**src/rtl/ehi_pkg.sv**
```systemverilog
package ehi_pkg;

	localparam int ADDR_W = 8;
	localparam int DATA_W = 32;
	localparam int NUM_BANKS = 2;
	localparam int SEC_BANK = 0;
	localparam int NUM_EP = 4;
	localparam int EP_ID_W = 2;
	localparam int CNT_W = 3;
	localparam int TYPES_PER_BANK = 3;
	localparam int NUM_TYPES = 7;
	localparam int TYPE_NONMGMT = 6;
	localparam int AXI_ID_W = 8;
	localparam int NODE_W = 8;
	localparam int LEN_W = 8;
	localparam int SIZE_W = 3;

	// Slot 0 is this endpoint; a set bit marks a master-side endpoint.
	localparam logic [NUM_EP-1:0] EP_MASTER_SIDE = 4'h5;

	// Address decode.
	localparam int GLOBAL_BIT = 7;
	localparam int BANK_BIT = 6;
	localparam logic [5:0] OFF_STATUS = 6'h00;
	localparam logic [5:0] OFF_CTRL = 6'h04;
	localparam logic [5:0] OFF_ADDR_LO = 6'h08;
	localparam logic [5:0] OFF_ADDR_HI = 6'h0C;
	localparam logic [5:0] OFF_ATTR0 = 6'h10;
	localparam logic [5:0] OFF_ATTR1 = 6'h14;
	localparam logic [5:0] OFF_INT_STAT = 6'h18;
	localparam logic [5:0] OFF_INT_MASK = 6'h1C;
	localparam logic [5:0] OFF_TO_CTRL = 6'h20;
	localparam logic [ADDR_W-1:0] OFF_NM_STAT = 8'h80;
	localparam logic [ADDR_W-1:0] OFF_NM_MASK = 8'h84;
	localparam logic [ADDR_W-1:0] OFF_NM_CTRL = 8'h88;
	localparam logic [ADDR_W-1:0] OFF_L2_MASK = 8'h8C;
	localparam logic [1:0] L2_INFO_SEL = 2'h3;
	localparam int L2_IDX_LO = 2;
	localparam int L2_IDX_W = 3;

	// Field positions.
	localparam int ST_V = 0;
	localparam int ST_UE = 1;
	localparam int ST_OF = 2;
	localparam int ST_TYPE_LO = 4;
	localparam int CTL_ED = 0;
	localparam int CTL_UI = 1;
	localparam int TO_EN = 0;
	localparam int INT_BUS = 0;
	localparam int INT_TO = 1;
	localparam int INT_ACC = 2;
	localparam int NM_SPLIT = 0;
	localparam int NM_ACP = 1;
	localparam int NM_EARLY = 2;
	localparam int NMC_ACP_MODE = 0;
	localparam int A1_SIZE_LO = 8;
	localparam int L2_ID_LO = 8;
	localparam int L2_FV = 15;

	// Reset values.
	localparam logic ED_RST = 1'b1;
	localparam logic TO_EN_RST = 1'b1;
	localparam logic ACP_MODE_RST = 1'b0;

	// Error type codes held in the status register.
	localparam logic [1:0] ERR_NONE = 2'h0;
	localparam logic [1:0] ERR_BUS = 2'h1;
	localparam logic [1:0] ERR_TIMEOUT = 2'h2;
	localparam logic [1:0] ERR_ACCESS = 2'h3;

	// Request subset checks: 16 bytes is a 128-bit transfer.
	localparam logic [1:0] BURST_WRAP = 2'h2;
	localparam logic [SIZE_W-1:0] ACP_MAX_SIZE = 3'h4;

	typedef enum logic [1:0] {LOG_IDLE, LOG_MARK, LOG_MASK} ehi_log_t;

	function automatic logic [CNT_W-1:0] ehi_count(input logic [NUM_EP-1:0] v);
		logic [CNT_W-1:0] c;
		c = '0;
		for (int i = 0; i < NUM_EP; i++) begin
			c = c + CNT_W'(v[i]);
		end
		return c;
	endfunction : ehi_count

	// Returns {found, id}: master side first, then lowest slot.
	function automatic logic [EP_ID_W:0] ehi_pick(input logic [NUM_EP-1:0] v);
		logic [EP_ID_W:0] r;
		r = '0;
		for (int i = NUM_EP - 1; i >= 0; i--) begin
			if (v[i] && !EP_MASTER_SIDE[i]) begin
				r = {1'b1, EP_ID_W'(i)};
			end
		end
		for (int i = NUM_EP - 1; i >= 0; i--) begin
			if (v[i] && EP_MASTER_SIDE[i]) begin
				r = {1'b1, EP_ID_W'(i)};
			end
		end
		return r;
	endfunction : ehi_pick

endpackage : ehi_pkg

```
**src/rtl/ehi_error_log_irq.sv**
```systemverilog
`timescale 1ns/1ps

module ehi_error_log_irq (
	input wire logic i_clk,
	input wire logic i_rst_n,
	input wire logic [ehi_pkg::ADDR_W-1:0] i_addr,
	input wire logic [ehi_pkg::DATA_W-1:0] i_wdata,
	input wire logic i_wr,
	input wire logic i_rd,
	output logic [ehi_pkg::DATA_W-1:0] o_rdata,
	input wire logic i_rd_err,
	input wire logic [2*ehi_pkg::DATA_W-1:0] i_rd_txn_addr,
	input wire logic [ehi_pkg::AXI_ID_W-1:0] i_rd_txn_id,
	input wire logic [ehi_pkg::NODE_W-1:0] i_rd_txn_node,
	input wire logic [ehi_pkg::LEN_W-1:0] i_rd_txn_len,
	input wire logic [ehi_pkg::SIZE_W-1:0] i_rd_txn_size,
	input wire logic i_rd_txn_secure,
	input wire logic i_wr_err,
	input wire logic [2*ehi_pkg::DATA_W-1:0] i_wr_txn_addr,
	input wire logic [ehi_pkg::AXI_ID_W-1:0] i_wr_txn_id,
	input wire logic [ehi_pkg::NODE_W-1:0] i_wr_txn_node,
	input wire logic [ehi_pkg::LEN_W-1:0] i_wr_txn_len,
	input wire logic [ehi_pkg::SIZE_W-1:0] i_wr_txn_size,
	input wire logic i_wr_txn_secure,
	input wire logic i_timeout_err,
	input wire logic i_timeout_is_wr,
	input wire logic i_access_err,
	input wire logic i_access_is_wr,
	input wire logic i_split_nonmod,
	input wire logic i_early_wr_err,
	input wire logic i_subset_req,
	input wire logic [1:0] i_subset_burst,
	input wire logic [ehi_pkg::SIZE_W-1:0] i_subset_size,
	input wire logic [(ehi_pkg::NUM_EP-1)*ehi_pkg::NUM_TYPES-1:0] i_ep_irq,
	output logic [ehi_pkg::NUM_TYPES-1:0] o_own_irq,
	output logic [ehi_pkg::NUM_TYPES-1:0] o_irq,
	output logic [ehi_pkg::NUM_BANKS-1:0] o_ras_err
);

	localparam int NB = ehi_pkg::NUM_BANKS;
	localparam int NT = ehi_pkg::NUM_TYPES;
	localparam int DW = ehi_pkg::DATA_W;

	wire [NB-1:0][DW-1:0] bank_rdata;
	wire [NB-1:0][ehi_pkg::TYPES_PER_BANK-1:0] bank_irq;
	wire [NB-1:0] bank_ras;
	wire [NT-1:0][DW-1:0] l2_info;
	wire [NT-1:0] l2_out;
	logic [DW-1:0] next_rdata;
	logic [2:0] nm_stat;
	logic [2:0] nm_mask;
	logic acp_mode;
	logic [NT-1:0] l2_mask;
	logic [2:0] nm_set;
	logic glb_wr;

	assign glb_wr = i_wr && i_addr[ehi_pkg::GLOBAL_BIT];

	// One logging bank per security state, each with its own registers and outputs.
	for (genvar b = 0; b < NB; b++) begin : g_bank
		logic sel_wr;
		logic sel_rd;
		logic [5:0] off;
		logic chan_ok_rd;
		logic chan_ok_wr;
		logic e_rd;
		logic e_wr;
		logic e_to;
		logic e_acc;
		logic any_ev;
		logic multi_ev;
		logic capture;
		logic take_wr;
		logic [1:0] ev_type;
		logic [2:0] int_set;
		logic v;
		logic ue;
		logic of;
		logic ui;
		logic ed;
		logic to_en;
		logic [1:0] held_type;
		logic [2*DW-1:0] held_addr;
		logic [DW-1:0] attr0;
		logic [DW-1:0] attr1;
		logic [2:0] int_stat;
		logic [2:0] int_mask;
		ehi_pkg::ehi_log_t stage;
		logic [DW-1:0] rd_mux;

		assign off = i_addr[5:0];
		assign sel_wr = i_wr && !i_addr[ehi_pkg::GLOBAL_BIT]
			&& (i_addr[ehi_pkg::BANK_BIT] == 1'(b));
		assign sel_rd = !i_addr[ehi_pkg::GLOBAL_BIT] && (i_addr[ehi_pkg::BANK_BIT] == 1'(b));
		assign chan_ok_rd = (i_rd_txn_secure == (b == ehi_pkg::SEC_BANK));
		assign chan_ok_wr = (i_wr_txn_secure == (b == ehi_pkg::SEC_BANK));

		// Detection is gated by the enables, not by soft reset state.
		assign e_rd = i_rd_err && ed && chan_ok_rd;
		assign e_wr = i_wr_err && ed && chan_ok_wr;
		assign e_to = i_timeout_err && ed && to_en
			&& (i_timeout_is_wr ? chan_ok_wr : chan_ok_rd);
		assign e_acc = i_access_err && ed && (i_access_is_wr ? chan_ok_wr : chan_ok_rd);
		assign any_ev = e_rd || e_wr || e_to || e_acc;
		assign multi_ev = (32'(e_rd) + 32'(e_wr) + 32'(e_to) + 32'(e_acc)) > 32'd1;
		assign capture = any_ev && !v && (stage == ehi_pkg::LOG_IDLE);

		always_comb begin
			if (e_to) begin
				take_wr = i_timeout_is_wr;
				ev_type = ehi_pkg::ERR_TIMEOUT;
			end else if (e_wr) begin
				take_wr = 1'b1;
				ev_type = ehi_pkg::ERR_BUS;
			end else if (e_rd) begin
				take_wr = 1'b0;
				ev_type = ehi_pkg::ERR_BUS;
			end else begin
				take_wr = i_access_is_wr;
				ev_type = ehi_pkg::ERR_ACCESS;
			end
		end

		// Details land first; valid and uncorrected follow, then the signal mask.
		always_ff @(posedge i_clk or negedge i_rst_n) begin
			if (!i_rst_n) begin
				stage <= ehi_pkg::LOG_IDLE;
			end else begin
				case (stage)
					ehi_pkg::LOG_IDLE: begin
						if (capture) begin
							stage <= ehi_pkg::LOG_MARK;
						end
					end
					ehi_pkg::LOG_MARK: begin
						stage <= ehi_pkg::LOG_MASK;
					end
					ehi_pkg::LOG_MASK: begin
						stage <= ehi_pkg::LOG_IDLE;
					end
					default: begin
						stage <= ehi_pkg::LOG_IDLE;
					end
				endcase
			end
		end

		always_ff @(posedge i_clk or negedge i_rst_n) begin
			if (!i_rst_n) begin
				held_type <= ehi_pkg::ERR_NONE;
				held_addr <= '0;
				attr0 <= '0;
				attr1 <= '0;
			end else if (capture) begin
				held_type <= ev_type;
				held_addr <= take_wr ? i_wr_txn_addr : i_rd_txn_addr;
				attr0 <= take_wr ? {16'h0000, i_wr_txn_node, i_wr_txn_id}
					: {16'h0000, i_rd_txn_node, i_rd_txn_id};
				attr1 <= take_wr ? {21'h000000, i_wr_txn_size, i_wr_txn_len}
					: {21'h000000, i_rd_txn_size, i_rd_txn_len};
			end
		end

		// Hardware set wins over a same-cycle software clear.
		always_ff @(posedge i_clk or negedge i_rst_n) begin
			if (!i_rst_n) begin
				v <= 1'b0;
				ue <= 1'b0;
			end else if (stage == ehi_pkg::LOG_MARK) begin
				v <= 1'b1;
				ue <= 1'b1;
			end else if (sel_wr && off == ehi_pkg::OFF_STATUS && i_wdata[ehi_pkg::ST_V]) begin
				v <= 1'b0;
				ue <= 1'b0;
			end
		end

		always_ff @(posedge i_clk or negedge i_rst_n) begin
			if (!i_rst_n) begin
				of <= 1'b0;
			end else if ((any_ev && (v || stage != ehi_pkg::LOG_IDLE)) || (capture && multi_ev)) begin
				of <= 1'b1;
			end else if (sel_wr && off == ehi_pkg::OFF_STATUS && i_wdata[ehi_pkg::ST_OF]) begin
				of <= 1'b0;
			end
		end

		always_ff @(posedge i_clk or negedge i_rst_n) begin
			if (!i_rst_n) begin
				ui <= 1'b0;
				ed <= ehi_pkg::ED_RST;
			end else begin
				if (stage == ehi_pkg::LOG_MASK) begin
					ui <= 1'b1;
				end else if (sel_wr && off == ehi_pkg::OFF_CTRL) begin
					ui <= i_wdata[ehi_pkg::CTL_UI];
				end
				if (sel_wr && off == ehi_pkg::OFF_CTRL) begin
					ed <= i_wdata[ehi_pkg::CTL_ED];
				end
			end
		end

		always_ff @(posedge i_clk or negedge i_rst_n) begin
			if (!i_rst_n) begin
				to_en <= ehi_pkg::TO_EN_RST;
			end else if (sel_wr && off == ehi_pkg::OFF_TO_CTRL) begin
				to_en <= i_wdata[ehi_pkg::TO_EN];
			end
		end

		assign int_set[ehi_pkg::INT_BUS] = e_rd || e_wr;
		assign int_set[ehi_pkg::INT_TO] = e_to;
		assign int_set[ehi_pkg::INT_ACC] = e_acc;

		// Interrupt status is cleared apart from the held flag.
		always_ff @(posedge i_clk or negedge i_rst_n) begin
			if (!i_rst_n) begin
				int_stat <= '0;
				int_mask <= '0;
			end else begin
				if (sel_wr && off == ehi_pkg::OFF_INT_STAT) begin
					int_stat <= (int_stat & ~i_wdata[2:0]) | int_set;
				end else begin
					int_stat <= int_stat | int_set;
				end
				if (sel_wr && off == ehi_pkg::OFF_INT_MASK) begin
					int_mask <= i_wdata[2:0];
				end
			end
		end

		assign bank_irq[b] = int_stat & ~int_mask;
		assign bank_ras[b] = v && ue && !ui;

		always_comb begin
			rd_mux = '0;
			case (off)
				ehi_pkg::OFF_STATUS: begin
					rd_mux[ehi_pkg::ST_V] = v;
					rd_mux[ehi_pkg::ST_UE] = ue;
					rd_mux[ehi_pkg::ST_OF] = of;
					rd_mux[ehi_pkg::ST_TYPE_LO +: 2] = held_type;
				end
				ehi_pkg::OFF_CTRL: begin
					rd_mux[ehi_pkg::CTL_ED] = ed;
					rd_mux[ehi_pkg::CTL_UI] = ui;
				end
				ehi_pkg::OFF_ADDR_LO: rd_mux = held_addr[DW-1:0];
				ehi_pkg::OFF_ADDR_HI: rd_mux = held_addr[2*DW-1:DW];
				ehi_pkg::OFF_ATTR0: rd_mux = attr0;
				ehi_pkg::OFF_ATTR1: rd_mux = attr1;
				ehi_pkg::OFF_INT_STAT: rd_mux[2:0] = int_stat;
				ehi_pkg::OFF_INT_MASK: rd_mux[2:0] = int_mask;
				ehi_pkg::OFF_TO_CTRL: rd_mux[ehi_pkg::TO_EN] = to_en;
				default: rd_mux = '0;
			endcase
		end

		assign bank_rdata[b] = sel_rd ? rd_mux : '0;
	end

	// Non-management events, shared by both banks.
	assign nm_set[ehi_pkg::NM_SPLIT] = i_split_nonmod;
	assign nm_set[ehi_pkg::NM_ACP] = acp_mode && i_subset_req
		&& (i_subset_burst == ehi_pkg::BURST_WRAP
		|| i_subset_size > ehi_pkg::ACP_MAX_SIZE);
	assign nm_set[ehi_pkg::NM_EARLY] = i_early_wr_err;

	always_ff @(posedge i_clk or negedge i_rst_n) begin
		if (!i_rst_n) begin
			nm_stat <= '0;
		end else if (glb_wr && i_addr == ehi_pkg::OFF_NM_STAT) begin
			nm_stat <= (nm_stat & ~i_wdata[2:0]) | nm_set;
		end else begin
			nm_stat <= nm_stat | nm_set;
		end
	end

	always_ff @(posedge i_clk or negedge i_rst_n) begin
		if (!i_rst_n) begin
			nm_mask <= '0;
			acp_mode <= ehi_pkg::ACP_MODE_RST;
			l2_mask <= '0;
		end else if (glb_wr) begin
			if (i_addr == ehi_pkg::OFF_NM_MASK) begin
				nm_mask <= i_wdata[2:0];
			end
			if (i_addr == ehi_pkg::OFF_NM_CTRL) begin
				acp_mode <= i_wdata[ehi_pkg::NMC_ACP_MODE];
			end
			if (i_addr == ehi_pkg::OFF_L2_MASK) begin
				l2_mask <= i_wdata[NT-1:0];
			end
		end
	end

	// Own internal interrupts are registered before they join the domain unit.
	always_ff @(posedge i_clk or negedge i_rst_n) begin
		if (!i_rst_n) begin
			o_own_irq <= '0;
			o_ras_err <= '0;
		end else begin
			o_own_irq <= {|(nm_stat & ~nm_mask), bank_irq};
			o_ras_err <= bank_ras;
		end
	end

	// Domain unit: one collator per interrupt type.
	for (genvar t = 0; t < NT; t++) begin : g_l2
		logic [ehi_pkg::NUM_EP-1:0] asserting;
		logic [ehi_pkg::CNT_W-1:0] next_cnt;
		logic [ehi_pkg::CNT_W-1:0] cnt;
		logic [ehi_pkg::EP_ID_W:0] pick;
		logic first_v;
		logic [ehi_pkg::EP_ID_W-1:0] first_id;

		assign asserting[0] = o_own_irq[t];
		for (genvar e = 1; e < ehi_pkg::NUM_EP; e++) begin : g_ep
			assign asserting[e] = i_ep_irq[(e-1)*NT+t];
		end

		assign next_cnt = ehi_pkg::ehi_count(asserting);
		assign pick = ehi_pkg::ehi_pick(asserting);

		always_ff @(posedge i_clk or negedge i_rst_n) begin
			if (!i_rst_n) begin
				cnt <= '0;
				first_v <= 1'b0;
				first_id <= '0;
			end else begin
				cnt <= next_cnt;
				// A shown interface keeps the record until its own line drops.
				if (!first_v || !asserting[first_id]) begin
					first_v <= pick[ehi_pkg::EP_ID_W];
					first_id <= pick[ehi_pkg::EP_ID_W-1:0];
				end
			end
		end

		assign l2_out[t] = !l2_mask[t] && next_cnt != '0;
		assign l2_info[t] = {16'h0000, first_v, 5'h00, first_id, 5'h00, cnt};
	end

	always_ff @(posedge i_clk or negedge i_rst_n) begin
		if (!i_rst_n) begin
			o_irq <= '0;
		end else begin
			o_irq <= l2_out;
		end
	end

	always_comb begin
		next_rdata = '0;
		if (i_rd) begin
			if (!i_addr[ehi_pkg::GLOBAL_BIT]) begin
				next_rdata = bank_rdata[0] | bank_rdata[1];
			end else if (i_addr[7:6] == ehi_pkg::L2_INFO_SEL) begin
				if (32'(i_addr[ehi_pkg::L2_IDX_LO +: ehi_pkg::L2_IDX_W]) < NT) begin
					next_rdata = l2_info[i_addr[ehi_pkg::L2_IDX_LO +: ehi_pkg::L2_IDX_W]];
				end
			end else begin
				case (i_addr)
					ehi_pkg::OFF_NM_STAT: next_rdata[2:0] = nm_stat;
					ehi_pkg::OFF_NM_MASK: next_rdata[2:0] = nm_mask;
					ehi_pkg::OFF_NM_CTRL: next_rdata[ehi_pkg::NMC_ACP_MODE] = acp_mode;
					ehi_pkg::OFF_L2_MASK: next_rdata[NT-1:0] = l2_mask;
					default: next_rdata = '0;
				endcase
			end
		end
	end

	// Read data stands in the cycle after each cycle with i_rd high and is zero otherwise.
	always_ff @(posedge i_clk or negedge i_rst_n) begin
		if (!i_rst_n) begin
			o_rdata <= '0;
		end else begin
			o_rdata <= next_rdata;
		end
	end

endmodule : ehi_error_log_irq

```
**config.mk**
```make
export PLATFORM = sky130hd
export DESIGN_NAME = ehi_error_log_irq
export DESIGN_NICKNAME = d
export VERILOG_FILES = /design/src/rtl/ehi_pkg.sv /design/src/rtl/ehi_error_log_irq.sv
export SDC_FILE = /design/constraint.sdc
export NUM_CORES = 1
export LEC_CHECK = 0
export BUFFER_PORTS_ARGS = -buffer_cell sky130_fd_sc_hd__buf_2
export CAP_MARGIN = 20
export CORE_ASPECT_RATIO = 0.8
export CORE_MARGIN = 2
export CORE_UTILIZATION = 50
export DETAILED_ROUTE_END_ITERATION = 8
export GPL_TIMING_DRIVEN = 0
export PLACE_DENSITY_LB_ADDON = 0.2
export REMOVE_ABC_BUFFERS = 1
export SETUP_SLACK_MARGIN = 0.1
export SYNTH_ARGS = -nofsm -noshare
export SYNTH_HDL_FRONTEND = slang
export SYNTH_SLANG_ARGS = --single-unit
```
**constraint.sdc**
```tcl
create_clock -name i_clk -period 5.4 [get_ports i_clk]
set_clock_uncertainty 0.05 [all_clocks]
set_input_delay 1.08 -clock i_clk [delete_from_list [all_inputs] [get_ports i_clk]]
set_output_delay 1.08 -clock i_clk [all_outputs]
set_load 0.02 [all_outputs]
```
==> impl_metrics.yaml <==
clocking:
  clock_sinks: 316
  tritoncts_clock_tree: "built"
  cts_setup_buffers: 0
  postCtsHoldBufs: 0
  post_cts.resized_instances: 0
  cts.path.max_buffers: 3
  cts_root_buf: "clkbuf_16"
  htree_levels: 2
  cts-buffers-inserted: 36
  clk_transition_reported_paths_ns: 0.06
  worst_skew_pair.late_latency_ns: 0.52
job:
  cap_viol_max_count: 0
worst_setup_path:
  critical_path.max_fanout: 62
  critPathKind: "input port to flop"
  crit_start: "i_addr[3]"
  setup.worst_path.start_class: "input port"
  critPathRequiredTime_ns: 5.80
  critical_path.reg2reg.endpoint: "g_bank[1].held_addr[43]"
  setup.reg_to_reg.worst_slack_ns: 2.34
  worstRegToRegCells: 8
  endpoint_kind: "flop"
  reg2reg_from: "g_bank[1].ed"
  arrival_ns: 4.18
floorplanning:
  floorplan.core_area_sq_um: 31200
  floorplan.io_pins: 311
  placementRows: 58
  die_height_um: 162
  initial_cell_density_of_the_core_pct: 50.3
  die_width_um: 202
  floorplan.die_area_sq_um: 32800
global_route:
  grt_pass1_wl_mm: 74.1
  grt_max_degree: 108
  gr_ovfl_total: 0
  grt_antenna_before_repair: 14
  grt_overall_usage_pct: 28.9
  first_global_vias: 13175
place:
  globalplace.congestion: 0.912
  pre_cts_slack_ns: 1.18
  buffer_ports.inserted: 285
  dp_hpwl_mm: 32.8
  dpl.cell_count: 2205
detailed_routing:
  first_pass_iteration_count_of_the_detailed_router: 5
  wl_per_cell_um: 20.6
  finalWirelength_mm: 46.8
  post-route-drc-count: 0
  antenna_left: 0
  detailedRoute.firstIterationViolations: 1026
  route.detailed.vias_per_inst: 5.86
  detailroute.via_count: 13328
power:
  switching_power_uw: 2430
  intPower_uw: 5510
  pwr-share-clk_pct: 30.2
  combinationalPowerShare_pct: 22.0
  powerDensity_nw_per_um2: 417
  ir_worst_vdd_v: 0.000287
  cellLeakagePower_uw: 0.00896
  share_seq_of_total_power_pct: 47.9
  report.power.total_uw: 7940
  switching_share_pct: 30.6
yosys:
  synthesis.area_per_instance_sq_um: 9.93
  synthDominantAreaCellType: "dfrtp_1"
  synth_top_area_share_pct: 49.7
  area_of_the_mapped_netlist_sq_um: 15700
  ys_ff_latch: 316
  dominantRegCellSynth: "dfrtp_1"
  post_synth_num_cell_types: 63
  synth-async-reset-ratio_pct: 100
  synth_cells: 1581
  number_of_flops_mapped_to_enable_cells_by_yosys: 0
  ys.warnings.count: 0
  synth_area_leaders: "dfrtp_1 (50%), mux2i_1 (7.1%), nor2_1 (5.6%)"
  synth_sequential_area_ratio_pct: 50.4
run_status:
  run_status: "finished, final reports clean"
hold_path:
  hold_path_end: "o_own_irq[2]"
  worstHoldStart: "g_bank[0].int_mask[2]"
  hold_path_depth: 1
  worst_hold_path_class: "flop to flop"
final_layout:
  post-route-util_pct: 61.1
  final_common_cell: "dfrtp_1"
  design.final.nets: 2111
  layout_stage_area_growth_over_the_synthesis_result_pct: 21.4
  final_cells: 2274
  most-common-layout-cells: "dfrtp_1 (312), buf_2 (284), nor2_1 (234), nand2_1 (232), a21oi_1 (113)"
  post_route_cells_drive_above_1_share_pct: 24.4
timing:
  layout_min_cycle_time_ns: 3.78
  finalCritPeriodShare_pct: 70.0
  rsz0062_at_grt: "no"
  setup_viol: 0
  fmaxAchievable_mhz: 265
  timing_worst_slew_pin_value_ns: 1.08
  timing.final.ws_setup_ns: 1.62
  final_max_slew_viol_count: 0
  finalHoldViolations: 0
  timing.slew.headroom_pct: 27.8
  tns_ns: 0
## power by group through the flow
stage	sequential [uW]	clock, uW	combinational (uW)
finish	3800	2400	1750
global route	3900	2540	1980
CTS	3790	2430	1750
detailed placement	3830	0	1740
global placement	3800	0	1700
floorplan	3680	0	1210
## worst max-delay path, stage by stage
cell      delay, ns
buf_2          0.76
nand2_1        0.45
nor2_8         0.95
a222oi_1       0.37
a41oi_1        0.26
and4_1         0.25
## area by class of cell
class	instances	area [sq um]
antenna	7	17.5
clock buffer	51	1070
clock inverter	11	80.1
fill	2673	12100
inverter	21	78.8
multi-input combinational	1134	7230
sequential	316	7910
tap	420	526
timing repair buffer	314	2150
## state kept, by name, indices dropped and copies added, names as in the netlist, 14 cells and up
name and count:
g_bank.attr1 22, g_l2.cnt 21, g_bank.held_addr 128, g_bank.attr0 32, o_rdata 32, g_l2.first_id 14
## how the worst max path moves through the flow
stage,endpoint,depth (start not counted)
2_1_floorplan,g_bank[1].attr0[0],5
3_3_place_gp,g_bank[1].attr0[8],6
3_5_place_dp,o_rdata[2],6
4_1_cts,o_rdata[2],6
5_1_grt,o_rdata[2],6
6_report,o_rdata[2],6
## kinds of logic after synthesis
kind of cell             Yosys count  synth area share, %
AO/OA/AOI/OAI                    372                 15.7
flip-flops                       316                 50.4
multiplexers                     167                 12.1
buffers and inverters            131                 3.97
adder cells (fa/ha/maj)           25                 2.42
AND/OR/NAND/NOR                  570                 15.4
## layer usage
layer,share of wire [%],track usage [%],up-vias
met4,2.5,8.26,12
met2,45,44.7,515
li1,-,-,6150
met1,44,40.0,6561
met3,8.8,8.10,90
met5,0.16,0,-
## Yosys cell counts, types with 3 or more instances
master	n
nand3b_1	4
a32o_1	4
ha_1	16
nand2b_1	9
a221oi_1	23
o2bb2ai_1	8
a21oi_1	113
and3_1	5
nand3_1	17
a22o_1	11
and2_1	4
nor2_1	236
mux2i_1	111
mux2_2	42
fa_1	9
nor3_1	27
nor2b_1	14
dfstp_2	4
a211oi_1	27
or3_1	3
inv_1	21
o31ai_1	4
dfrtp_1	312
buf_4	15
clkbuf_1	37
a222oi_1	4
nand4_1	3
a22oi_1	35
a311oi_1	4
mux4_2	14
nand2_1	232
a31oi_1	93
o211ai_1	4
o21ai_0	14
a221o_1	5
buf_2	48
a21o_1	8
buf_1	8
## stage by stage
stage	cell area [sq um]	hold slack, ns
3_5_place_dp	17900	0.388
4_1_cts	19000	0.406
2_1_floorplan	15200	0.362
5_1_grt	19000	0.435
6_report	19100	0.410
3_3_place_gp	17100	0.376
(Power assumes the default switching activity.)
